==> src/core/xcvr_defines.vh <==
// constants of the registered bidirectional bus transceiver
// assumes inclusion by its bare name from the design file
`ifndef XCVR_DEFINES_VH
`define XCVR_DEFINES_VH

// ----------------------------------------------------------
// data path
// ----------------------------------------------------------
`define XCVR_DW 18
`define XCVR_LOG_DEPTH 8
`define XCVR_LOG_AW 3
`define XCVR_SYNC_W 42
// sync chain reset: side A enable pin idles high, so side A stays off
`define XCVR_SYNC_RESET 42'h10000000000

// ----------------------------------------------------------
// register offsets (byte addresses)
// ----------------------------------------------------------
`define OFS_CTRL 8'h00
`define OFS_STATUS 8'h04
`define OFS_A_STORE 8'h08
`define OFS_B_STORE 8'h0C
`define OFS_LOG 8'h10

// ----------------------------------------------------------
// control register fields
// ----------------------------------------------------------
`define CTRL_A_OUT_EN 0
`define CTRL_B_OUT_EN_N 1
`define CTRL_A_LATCH_EN 2
`define CTRL_B_LATCH_EN 3
`define CTRL_A_CLK 4
`define CTRL_B_CLK 5
`define CTRL_SW_SEL 8
`define CTRL_W 9
`define CTRL_RESET 9'h002

// ----------------------------------------------------------
// status register fields
// ----------------------------------------------------------
`define STAT_LOG_EMPTY 8
`define STAT_LOG_FULL 9
`define STAT_OVERFLOW 10

// ----------------------------------------------------------
// capture log word fields
// ----------------------------------------------------------
`define LOG_DIR 18
`define LOG_VALID 31
`define LOG_W 19

`endif

==> src/core/bus_transceiver.v <==
// registered bidirectional 18-bit bus transceiver with AHB-Lite access,
// and the capture log FIFO that records clocked captures
// assumes: one clock clk, async active-high rst, one AHB-Lite master,
// side pins and control pins arrive asynchronously to clk
//
// Contract
// - while the a-to-b latch enable is high, side A flows to the a path.
// - with that latch enable low and its clock static, the a store holds.
// - with that latch enable low, each a-to-b clock rise stores side A.
// - side B is driven from the a path only while a_to_b_out_en is high.
// - the b-to-a path mirrors the a-to-b path with its own controls.
// - the a-to-b enable is active high, the b-to-a enable active low.
// - all 18 bits of a direction share one set of controls.
// - data keeps its polarity in both directions.
// - store clocks act regardless of output enables and port state.
// - with both outputs off, both latch enables low and clocks static, both stores hold.
// - with outputs off, a clock rise still stores that side's data.
// - with B driven and the a path latched, B shows the a store.
// - with B driven, an a clock rise stores A and shows it on B.
// - with B driven and the a latch open, B follows A.
// - with A driven, a b clock rise stores B and shows it on A.
// - with both driven and both latched, B shows a store, A b store.
//
// Decided for this implementation: the AHB-Lite interface to the registers and the placing of the registers.
`timescale 1ns/100ps
`include "xcvr_defines.vh"

// ----------------------------------------------------------
// capture log fifo
// ----------------------------------------------------------
module capture_fifo #(
   parameter WIDTH = 19,
   parameter DEPTH = 8,
   parameter AW = 3
) (
   input wire clk,
   input wire rst,
   input wire inValid,
   output wire inReady,
   input wire [WIDTH-1:0] inData,
   output wire outValid,
   input wire outReady,
   output wire [WIDTH-1:0] outData
);
   reg [WIDTH-1:0] mem [0:DEPTH-1];
   reg [AW:0] wrPtr_ff;
   reg [AW:0] rdPtr_ff;
   wire doPush;
   wire doPop;
   wire full;
   wire empty;

   // pointer compare with wrap bit
   assign empty = (wrPtr_ff == rdPtr_ff);
   assign full = (wrPtr_ff[AW-1:0] == rdPtr_ff[AW-1:0]) &&
                 (wrPtr_ff[AW] != rdPtr_ff[AW]);
   assign inReady = ~full;
   assign outValid = ~empty;
   assign doPush = inValid & ~full;
   assign doPop = outReady & ~empty;
   assign outData = mem[rdPtr_ff[AW-1:0]];

   // storage array, no reset needed
   always @(posedge clk) begin
      if (doPush) begin
         mem[wrPtr_ff[AW-1:0]] <= inData;
      end
   end

   // pointers
   always @(posedge clk or posedge rst) begin
      if (rst) begin
         wrPtr_ff <= {(AW+1){1'b0}};
         rdPtr_ff <= {(AW+1){1'b0}};
      end else begin
         if (doPush) begin
            wrPtr_ff <= wrPtr_ff + {{AW{1'b0}}, 1'b1};
         end
         if (doPop) begin
            rdPtr_ff <= rdPtr_ff + {{AW{1'b0}}, 1'b1};
         end
      end
   end
endmodule // capture_fifo

// ----------------------------------------------------------
// transceiver top
// ----------------------------------------------------------
module bus_transceiver (
   input wire clk,
   input wire rst,
   input wire a_to_b_out_en,
   input wire b_to_a_out_en_n,
   input wire a_to_b_latch_en,
   input wire b_to_a_latch_en,
   input wire a_to_b_clk,
   input wire b_to_a_clk,
   input wire [17:0] sideAIn,
   output wire [17:0] sideAOut,
   output wire sideAOe_n,
   input wire [17:0] sideBIn,
   output wire [17:0] sideBOut,
   output wire sideBOe_n,
   output wire logReady,
   input wire hsel,
   input wire [31:0] haddr,
   input wire [1:0] htrans,
   input wire hwrite,
   input wire [2:0] hsize,
   input wire [31:0] hwdata,
   input wire hready,
   output wire hreadyout,
   output wire hresp,
   output wire [31:0] hrdata
);
   // synchroniser stages, one bit per pin
   reg [`XCVR_SYNC_W-1:0] sync1_ff;
   reg [`XCVR_SYNC_W-1:0] sync2_ff;
   reg [`XCVR_SYNC_W-1:0] sync3_ff;
   reg [`XCVR_SYNC_W-1:0] filt_ff;
   wire [`XCVR_SYNC_W-1:0] pinVec;
   wire [`XCVR_SYNC_W-1:0] nxt_filt;
   // registers
   reg [`CTRL_W-1:0] ctrl_ff;
   reg overflow_ff;
   reg [`XCVR_DW-1:0] aStore_ff;
   reg [`XCVR_DW-1:0] bStore_ff;
   reg aClkPrev_ff;
   reg bClkPrev_ff;
   reg aOe_n_ff;
   reg bOe_n_ff;
   // bus side
   reg dPhase_ff;
   reg dWrite_ff;
   reg [7:0] dAddr_ff;
   reg rdDone_ff;
   reg [31:0] hrdata_ff;
   reg [31:0] nxt_rdata;
   // selected controls
   wire swSel;
   wire aOutEn;
   wire bOutEnN;
   wire aLatch;
   wire bLatch;
   wire aClkLvl;
   wire bClkLvl;
   wire aRise;
   wire bRise;
   wire [`XCVR_DW-1:0] aData;
   wire [`XCVR_DW-1:0] bData;
   // log fifo hookup
   wire logInValid;
   wire [`LOG_W-1:0] logInData;
   wire logOutValid;
   wire [`LOG_W-1:0] logOutData;
   wire logPop;
   wire dropEvent;
   // bus decode
   wire addrTaken;
   wire rdStall;
   wire wrStrobe;
   wire rdStrobe;
   wire [5:0] filtCtrl;

   // register offset compare, used by read and write decode
   function isReg;
      input [7:0] addr;
      input [7:0] ofs;
      begin
         isReg = (addr == ofs);
      end
   endfunction

   // ----------------------------------------------------------
   // pin synchronisers
   // ----------------------------------------------------------

   // pin order: controls on top, then side A, then side B
   assign pinVec = {a_to_b_out_en, b_to_a_out_en_n, a_to_b_latch_en,
                    b_to_a_latch_en, a_to_b_clk, b_to_a_clk,
                    sideAIn, sideBIn};

   // a level counts once stages two and three agree
   genvar gi;
   generate
      for (gi = 0; gi < `XCVR_SYNC_W; gi = gi + 1) begin : g_filt
         assign nxt_filt[gi] = (sync2_ff[gi] == sync3_ff[gi]) ?
                               sync3_ff[gi] : filt_ff[gi];
      end
   endgenerate

   // three flops then agreement filter, drivers start disabled
   always @(posedge clk or posedge rst) begin
      if (rst) begin
         sync1_ff <= `XCVR_SYNC_RESET;
         sync2_ff <= `XCVR_SYNC_RESET;
         sync3_ff <= `XCVR_SYNC_RESET;
         filt_ff <= `XCVR_SYNC_RESET;
      end else begin
         sync1_ff <= pinVec;
         sync2_ff <= sync1_ff;
         sync3_ff <= sync2_ff;
         filt_ff <= nxt_filt;
      end
   end

   assign filtCtrl = filt_ff[41:36];
   assign aData = filt_ff[35:18];
   assign bData = filt_ff[17:0];

   // ----------------------------------------------------------
   // control selection
   // ----------------------------------------------------------

   // software may take over all six controls at once
   assign swSel = ctrl_ff[`CTRL_SW_SEL];
   assign aOutEn = swSel ? ctrl_ff[`CTRL_A_OUT_EN] : filtCtrl[5];
   assign bOutEnN = swSel ? ctrl_ff[`CTRL_B_OUT_EN_N] : filtCtrl[4];
   assign aLatch = swSel ? ctrl_ff[`CTRL_A_LATCH_EN] : filtCtrl[3];
   assign bLatch = swSel ? ctrl_ff[`CTRL_B_LATCH_EN] : filtCtrl[2];
   assign aClkLvl = swSel ? ctrl_ff[`CTRL_A_CLK] : filtCtrl[1];
   assign bClkLvl = swSel ? ctrl_ff[`CTRL_B_CLK] : filtCtrl[0];

   // rising edges of the store clocks, not gated by enables
   assign aRise = aClkLvl & ~aClkPrev_ff;
   assign bRise = bClkLvl & ~bClkPrev_ff;

   // previous clock levels
   always @(posedge clk or posedge rst) begin
      if (rst) begin
         aClkPrev_ff <= 1'b0;
         bClkPrev_ff <= 1'b0;
      end else begin
         aClkPrev_ff <= aClkLvl;
         bClkPrev_ff <= bClkLvl;
      end
   end

   // ----------------------------------------------------------
   // storage paths
   // ----------------------------------------------------------

   // a store: transparent, clocked or held; no reset
   always @(posedge clk) begin
      if (aLatch) begin
         aStore_ff <= aData;
      end else if (aRise) begin
         aStore_ff <= aData;
      end else begin
         aStore_ff <= aStore_ff;
      end
   end

   // b store mirrors the a store with its own controls
   always @(posedge clk) begin
      if (bLatch) begin
         bStore_ff <= bData;
      end else if (bRise) begin
         bStore_ff <= bData;
      end else begin
         bStore_ff <= bStore_ff;
      end
   end

   // output enables, one per direction, opposite sense
   always @(posedge clk or posedge rst) begin
      if (rst) begin
         bOe_n_ff <= 1'b1;
         aOe_n_ff <= 1'b1;
      end else begin
         bOe_n_ff <= ~aOutEn;
         aOe_n_ff <= bOutEnN;
      end
   end

   // whole-width drive, no inversion
   assign sideBOut = aStore_ff;
   assign sideAOut = bStore_ff;
   assign sideBOe_n = bOe_n_ff;
   assign sideAOe_n = aOe_n_ff;

   // ----------------------------------------------------------
   // capture log
   // ----------------------------------------------------------

   // clocked captures go to the log; when both sides capture at once only the a side is logged
   assign logInValid = (aRise & ~aLatch) | (bRise & ~bLatch);
   assign logInData = (aRise & ~aLatch) ? {1'b0, aData} : {1'b1, bData};
   assign dropEvent = (logInValid & ~logReady) |
                      ((aRise & ~aLatch) & (bRise & ~bLatch));

   capture_fifo #(
      .WIDTH(`LOG_W),
      .DEPTH(`XCVR_LOG_DEPTH),
      .AW(`XCVR_LOG_AW)
   ) u_log (
      .clk(clk),
      .rst(rst),
      .inValid(logInValid),
      .inReady(logReady),
      .inData(logInData),
      .outValid(logOutValid),
      .outReady(logPop),
      .outData(logOutData)
   );

   // ----------------------------------------------------------
   // AHB-Lite slave
   // ----------------------------------------------------------

   assign addrTaken = hsel & htrans[1] & hready;
   assign rdStall = dPhase_ff & ~dWrite_ff & ~rdDone_ff;
   assign wrStrobe = dPhase_ff & dWrite_ff;
   assign rdStrobe = rdStall;
   assign logPop = rdStrobe & isReg(dAddr_ff, `OFS_LOG);
   assign hreadyout = ~rdStall;
   assign hresp = 1'b0;
   assign hrdata = hrdata_ff;

   // address phase capture and read wait state
   always @(posedge clk or posedge rst) begin
      if (rst) begin
         dPhase_ff <= 1'b0;
         dWrite_ff <= 1'b0;
         dAddr_ff <= 8'h00;
         rdDone_ff <= 1'b0;
      end else begin
         if (hready) begin
            dPhase_ff <= addrTaken;
            dWrite_ff <= hwrite;
            dAddr_ff <= haddr[7:0];
         end
         rdDone_ff <= rdStall;
      end
   end

   // read data mux, unmapped reads as zero
   always @* begin
      nxt_rdata = 32'h00000000;
      if (isReg(dAddr_ff, `OFS_CTRL)) begin
         nxt_rdata[`CTRL_W-1:0] = ctrl_ff;
      end else if (isReg(dAddr_ff, `OFS_STATUS)) begin
         nxt_rdata[5:0] = {aOutEn, bOutEnN, aLatch, bLatch,
                           aClkLvl, bClkLvl};
         nxt_rdata[`STAT_LOG_EMPTY] = ~logOutValid;
         nxt_rdata[`STAT_LOG_FULL] = ~logReady;
         nxt_rdata[`STAT_OVERFLOW] = overflow_ff;
      end else if (isReg(dAddr_ff, `OFS_A_STORE)) begin
         nxt_rdata[`XCVR_DW-1:0] = aStore_ff;
      end else if (isReg(dAddr_ff, `OFS_B_STORE)) begin
         nxt_rdata[`XCVR_DW-1:0] = bStore_ff;
      end else if (isReg(dAddr_ff, `OFS_LOG)) begin
         nxt_rdata[`LOG_W-1:0] = logOutValid ? logOutData :
                                 {`LOG_W{1'b0}};
         nxt_rdata[`LOG_VALID] = logOutValid;
      end
   end

   // read data register
   always @(posedge clk or posedge rst) begin
      if (rst) begin
         hrdata_ff <= 32'h00000000;
      end else if (rdStrobe) begin
         hrdata_ff <= nxt_rdata;
      end
   end

   // control register and overflow flag, set beats clear
   always @(posedge clk or posedge rst) begin
      if (rst) begin
         ctrl_ff <= `CTRL_RESET;
         overflow_ff <= 1'b0;
      end else begin
         if (wrStrobe && isReg(dAddr_ff, `OFS_CTRL)) begin
            ctrl_ff <= hwdata[`CTRL_W-1:0];
         end
         if (dropEvent) begin
            overflow_ff <= 1'b1;
         end else if (wrStrobe && isReg(dAddr_ff, `OFS_STATUS) &&
                      hwdata[`STAT_OVERFLOW]) begin
            overflow_ff <= 1'b0;
         end
      end
   end
endmodule // bus_transceiver

==> config.mk <==
export PLATFORM = sky130hd
export DESIGN_NAME = bus_transceiver
export DESIGN_NICKNAME = d
export VERILOG_FILES = /design/src/core/bus_transceiver.v
export VERILOG_INCLUDE_DIRS = /design/src /design/src/core
export SDC_FILE = /design/constraint.sdc
export NUM_CORES = 1
export LEC_CHECK = 0
export BUFFER_PORTS_ARGS = -buffer_cell sky130_fd_sc_hd__buf_2
export CORE_MARGIN = 2
export CORE_UTILIZATION = 55
export DETAILED_ROUTE_END_ITERATION = 12
export PLACE_DENSITY = 0.76
export SYNTH_ARGS = -nofsm -noshare
export SYNTH_HDL_FRONTEND = slang
export SYNTH_SLANG_ARGS = --single-unit
==> constraint.sdc <==
create_clock -name clk -period 8.8 [get_ports clk]
set_input_delay 1.76 -clock clk [delete_from_list [all_inputs] [get_ports clk]]
set_output_delay 1.76 -clock clk [all_outputs]
set_load 0.005 [all_outputs]
==> results of run 1 <==
-- cells by family (layout without fill, tap and decap cells) --
logic type               after synthesis  in the layout
AO/OA/AOI/OAI                         80             80
XOR/XNOR                              10             10
adder cells (fa/ha/maj)               45             45
buffers and inverters                 55            224
flip-flops                           409            409
multiplexers                         106            106
other                                  1             13
AND/OR/NAND/NOR                      103            103
-- report_power, final --
part	switching (W)	internal, W	total, W
Sequential	0.0000971	0.00220	0.00230
Clock	0.000686	0.000992	0.00168
Combinational	0.000220	0.000148	0.000368
Total	0.00100	0.00334	0.00434
-- stage by stage --
stage,std cells,hold WS [ns],power (W),cell area (µm²)
3_5_place_dp,1249,0.335,0.00270,15700
3_3_place_gp,1249,0.332,0.00268,15700
2_1_floorplan,821,0.331,0.00254,14800
5_1_grt,1325,0.337,0.00451,17000
4_1_cts,1325,0.325,0.00438,17000
6_report,1325,0.321,0.00434,17000
-- area by class of cell --
| class | count | share of cell area |
|---|---|---|
| well taps | 335 | 0.0246 |
| clock buffers | 61 | 0.0695 |
| flip-flops and latches | 409 | 0.657 |
| repair buffers | 141 | 0.0438 |
| multi-input cells | 357 | 0.195 |
| clock inverters | 15 | 0.00772 |
| inverters | 7 | 0.00213 |
-- cells in the mapped netlist, drive strengths merged (3+ instances only) --
| cell | n | area [µm²] |
|---|---|---|
| dfstp | 7 | 184 |
| clkbuf | 11 | 41.3 |
| a22oi | 9 | 67.6 |
| edfxtp | 188 | 5650 |
| buf | 37 | 239 |
| xnor2 | 4 | 35.0 |
| a211oi | 13 | 97.6 |
| o21ai | 24 | 120 |
| nor4 | 3 | 25.0 |
| a21oi | 12 | 71.3 |
| inv | 7 | 28.8 |
| dfrtp | 214 | 5360 |
| o22ai | 8 | 50.1 |
| mux2i | 10 | 100 |
| nand3 | 8 | 40.0 |
| or2 | 3 | 18.8 |
| mux2 | 58 | 653 |
| nor2 | 26 | 110 |
| mux4 | 38 | 856 |
| maj3 | 43 | 430 |
| nand2 | 25 | 93.8 |
| nor2b | 7 | 43.8 |
| a21o | 4 | 37.5 |
| nor3 | 6 | 35.0 |
| nand2b | 12 | 75.1 |
| xor2 | 6 | 60.1 |
| a22o | 3 | 26.3 |
-- final timing paths --
path	start	end	slack [ns]	depth (start not counted)
max	u_log.rdPtr_ff[0]	logReady	4.62	5
min	sync1_ff[7]	sync2_ff[7]	0.32	0
max reg2reg	u_log.rdPtr_ff[0]	u_log.mem[0][4]	5.57	6
min reg2reg	sync1_ff[7]	sync2_ff[7]	0.32	0
max in group asynchronous	rst	u_log.rdPtr_ff[0]	5.74	3
min in group asynchronous	rst	sync1_ff[1]	1.46	2
-- sequential cells by signal, summed over array words and instances, names as in the netlist, 4 cells and up --
name	cells
sideAOut	18
u_log.rdPtr_ff	4
u_log.wrPtr_ff	4
sync3_ff	42
ctrl_ff	9
hrdata	20
filt_ff	42
sync2_ff	42
sideBOut	18
u_log.mem	152
dAddr_ff	8
sync1_ff	42
-- worst max-delay path: cells and delay by family (launching register included) --
kind | cells | cell delay [ns]
xor gates and xnor gates | 1 | 0.22
and+or+nand+nor | 1 | 0.41
buffers and inverters | 3 | 0.90
DFF | 1 | 0.35
-- per-layer routing --
| metal | part of all wire | routed length [µm] | vias up |
|---|---|---|---|
| met2 | 0.47 | 13700 | 282 |
| met3 | 0.071 | 2060 | 60 |
| met1 | 0.43 | 12300 | 3844 |
| met4 | 0.028 | 822 | 0 |
| li1 | - | - | 3293 |
| met5 | 0 | 0 | - |
==> flow_metrics.tcl, run 1 <==
set metrics [dict create \
    status "finished, final reports clean" \
    coreArea_um2 26200 \
    netlist_area_um2 14700 \
    port_buffers 125 \
    grt_max_degree 147 \
    grt_pass1_wl_mm 44.5 \
    min_period_ns 4.18 \
    met3_usage 0.0477 \
    synth_compound_area_frac 0.0365 \
    worst_slack_ns 4.62 \
    grt_pass1_vias 7582 \
    async_flop_share 0.540 \
    final-max-slew-violation-count 0 \
    final_cell_mix "213 x dfrtp_1, 188 x edfxtp_1, 125 x buf_2, 57 x mux2_2" \
    cts_tree "done" \
    p_leak_nw 6.62 \
    drc 0 \
    synth-xor-area-share 0.00645 \
    crit_required_ns 7.04 \
    avgSynthCellArea_um2 18.2 \
    postCtsSetupBuffers 0 \
    path_cells "buf_4 -> xor2_1 -> nor4_2 -> inv_1 -> buf_2" \
    synthCells 809 \
    setup_viol 0 \
    use_met1 0.298 \
    fin_crit_sh 0.475 \
    rows 59 \
    die_h_um 168 \
    synth_ff_type "dfrtp_1" \
    synth_top_family_by_area "multiplexers" \
    min_path_type "flop to flop" \
    end_kind "output pin" \
    clockBufferDepth 3 \
    synth_mux_area_frac 0.109 \
    nNetsFinal 1075 \
    clockRootBuffer "clkbuf_16" \
    cts_inserted_buffers 41 \
    area_growth_syn_to_layout_pct 15.5 \
    worstSetupPathType "flop to output pin" \
    synth-edff-count 188 \
    die_w_um 168 \
    cts_num_sinks 409 \
    routed-via-count 7479 \
    tns_ns 0 \
    tightest_slew_ns 1.17 \
    clock_latency_ns 0.54 \
    final_core_util 0.650 \
    dp_slack_ns 5.05 \
    relSlewSlack 0.218 \
    wl_per_cell_um 21.8 \
    yosys.area_share.adder 0.0309 \
    crit_path_start_kind "flop" \
    multi_input_area_um2 3320 \
    cts-resized-gates 0 \
    ys_ff_latch 409 \
    clock_skew_ns 0.0269 \
    rsz0062_at_grt "false" \
    final_common_cell "dfrtp_1" \
    gp_congestion 0.806 \
    drtAntennaViolNets 0 \
    max_stage_delay_ns 0.61 \
    ys_warn_count 0 \
    top_usage_layer "met2" \
    yosys.area_share.simple 0.0373 \
    slowest_stage "buf_4" \
    ir_drop_mv 0.176 \
    arrival_ns 2.42 \
    grtUsageTotal 0.211 \
    ios 189 \
    hpwl_mm 17.6 \
    use_met2 0.332 \
    start_util 0.563 \
    max_freq_ghz 0.239 \
    ys_seq_area_frac 0.759 \
    drive_gt1_frac 0.328 \
    n_fill_cell 1768 \
    clk_pin_slew_ns 0.06 \
    critPathMaxFanout 40 \
    seqCellArea_um2 11200 \
    grt_overflow_total 0 \
    yosys.cell_types.count 58 \
    die_area_um2 28100 \
    power.density_nw_per_um2 255 \
    diodes 0 \
    hold_buffers 0 \
    drtIter0Drc 563 \
    h-tree-depth 2 \
    hold_viol 0 \
    drv_cap 0 \
    antenna_found_initial 0 \
    drtPass1Iterations 5 \
    viasPerCell 5.64 \
    wirelength_mm 28.9 \
]
Note: power is estimated with default switching activity, not from simulation.
==> inputs of run 2 (changes only) <==
==> constraint.sdc (replaced) <==
create_clock -name clk -period 4 [get_ports clk]
set_input_delay 0.8 -clock clk [delete_from_list [all_inputs] [get_ports clk]]
set_output_delay 0.8 -clock clk [all_outputs]
set_load 0.005 [all_outputs]
==> flow_metrics.tcl, run 2 (synthesized netlist as in run 1, its figures left out) <==
set metrics [dict create \
    cts_tree "done" \
    relSlewSlack 0.267 \
    clkPwrFrac 0.399 \
    combPwrFrac 0.083 \
    regToRegSetupSlack_ns 1.14 \
    grt_pass1_vias 7751 \
    dp_slack_ns 1.16 \
    worst_slack_ns 1.13 \
    end_kind "output pin" \
    rsz0062_at_grt "false" \
    p_int_w 0.00758 \
    rows 59 \
    critPathCapture "logReady" \
    die_area_um2 28100 \
    hpwl_mm 17.9 \
    p_leak_nw 6.70 \
    finish.instance_area_um2 17200 \
    critPathMaxFanout 24 \
    hold_buffers 0 \
    finalPower_w 0.00977 \
    drc 0 \
    pwr-share-seq 0.518 \
    switching_share 0.224 \
    final_cell_mix "213 x dfrtp_1, 188 x edfxtp_1, 125 x buf_2, 57 x mux2_2" \
    min_path_type "primary input to async pin" \
    switching_power_w 0.00219 \
    drtPass1Iterations 5 \
    tightest_slew_ns 1.10 \
    tns_ns 0 \
    timing.rr.end "u_log.mem[2][0]" \
    drtIter0Drc 663 \
    clockBufferDepth 3 \
    ir_drop_mv 0.321 \
    drive_gt1_frac 0.333 \
    die_h_um 168 \
    wl_per_cell_um 21.5 \
    routed-via-count 7474 \
    grt_max_degree 110 \
    crit_path_start_kind "flop" \
    power.density_nw_per_um2 569 \
    ios 189 \
    grt_pass1_wl_mm 44.6 \
    die_w_um 168 \
    max_freq_ghz 0.348 \
    postCtsSetupBuffers 0 \
    fin_crit_sh 0.718 \
    setup_viol 0 \
    hold_viol 0 \
    place_area_um2 15800 \
    r2r_start "ctrl_ff[8]" \
    drtAntennaViolNets 0 \
    crit_required_ns 3.20 \
    status "finished, final reports clean" \
    start_util 0.563 \
    final-max-slew-violation-count 0 \
    final_common_cell "dfrtp_1" \
    port_buffers 125 \
    cts_num_sinks 409 \
    area_growth_syn_to_layout_pct 16.5 \
    cts_inserted_buffers 41 \
    clock_latency_ns 0.53 \
    max_stage_delay_ns 0.39 \
    h-tree-depth 2 \
    nNetsFinal 1081 \
    clock_skew_ns 0.0205 \
    clk_pin_slew_ns 0.06 \
    viasPerCell 5.62 \
    path_cells "buf_4 -> xor2_1 -> nor4_2 -> inv_1 -> buf_2" \
    diodes 0 \
    grtUsageTotal 0.210 \
    worst_r2r_path_depth 7 \
    grt_overflow_total 0 \
    slowest_stage "buf_4" \
    drv_cap 0 \
    wirelength_mm 28.7 \
    cts-resized-gates 0 \
    fin_hold_ws_ns 0.178 \
    clockRootBuffer "clkbuf_16" \
    arrival_ns 2.07 \
    antenna_found_initial 0 \
    worstSetupPathType "flop to output pin" \
    coreArea_um2 26200 \
    largest_reg_flops 152 \
    min_period_ns 2.87 \
    startpoint "u_log.rdPtr_ff[2]" \
    gp_congestion 0.823 \
]
-- run 2: cell count changes in the layout (fill, tap and decap cells not counted), sizes merged --
cell	previous run	this run
buf	141	147
bufinv	2	5
inv	9	6
clkbuf	61	63
clkinv	9	7
clkinvlp	2	1
-- run 2: worst max-delay path: cells and delay by family, from the launching register on --
family        cells  cell delay (ns)
xor+xnor          1             0.17
buf+inv           3             0.71
flops             1             0.33
simple gates      1             0.34
-- run 2: power groups by stage --
stage	sequential, W	clock (W)	combinational [W]
2_1_floorplan	0.00503	0	0.000549
3_3_place_gp	0.00512	0	0.000789
3_5_place_dp	0.00513	0	0.000815
4_1_cts	0.00506	0.00397	0.000823
5_1_grt	0.00509	0.00416	0.000889
6_report	0.00506	0.00390	0.000809
-- run 2: through the flow --
stage | util | std cells
floorplan | - | 821
detailed placement | 0.602 | 1255
CTS | 0.656 | 1330
finish | 0.656 | 1330
global route | 0.656 | 1330
global placement | 0.602 | 1255
-- run 2: layer usage --
layer | vias up | routed length (µm) | global-route usage | share of wire
li1 | 3315 | - | - | -
met1 | 3823 | 12100 | 0.298 | 0.42
met2 | 283 | 13900 | 0.331 | 0.48
met3 | 53 | 2000 | 0.0494 | 0.070
met4 | 0 | 653 | 0.0578 | 0.023
met5 | - | 0 | 0 | 0
-- run 2: cell type report --
cell class / instances / area [µm²]
fillers: 1737 / 9030
inverters: 7 / 32.5
well taps: 335 / 419
flip-flops and latches: 409 / 11200
repair buffers: 147 / 816
clock buffers: 63 / 1210
multi-input cells: 357 / 3320
clock inverters: 12 / 194
-- run 2: how the worst min path moves through the flow --
stage                       startpoint            to  slack (ns)
final                              rst   sync1_ff[3]        0.18
after detailed placement  sync1_ff[15]  sync2_ff[15]        0.33
after CTS                          rst   sync1_ff[3]        0.17
after floorplan            sync1_ff[0]   sync2_ff[0]        0.33
after global placement     sync1_ff[9]   sync2_ff[9]        0.33
after global routing               rst   sync1_ff[3]        0.17
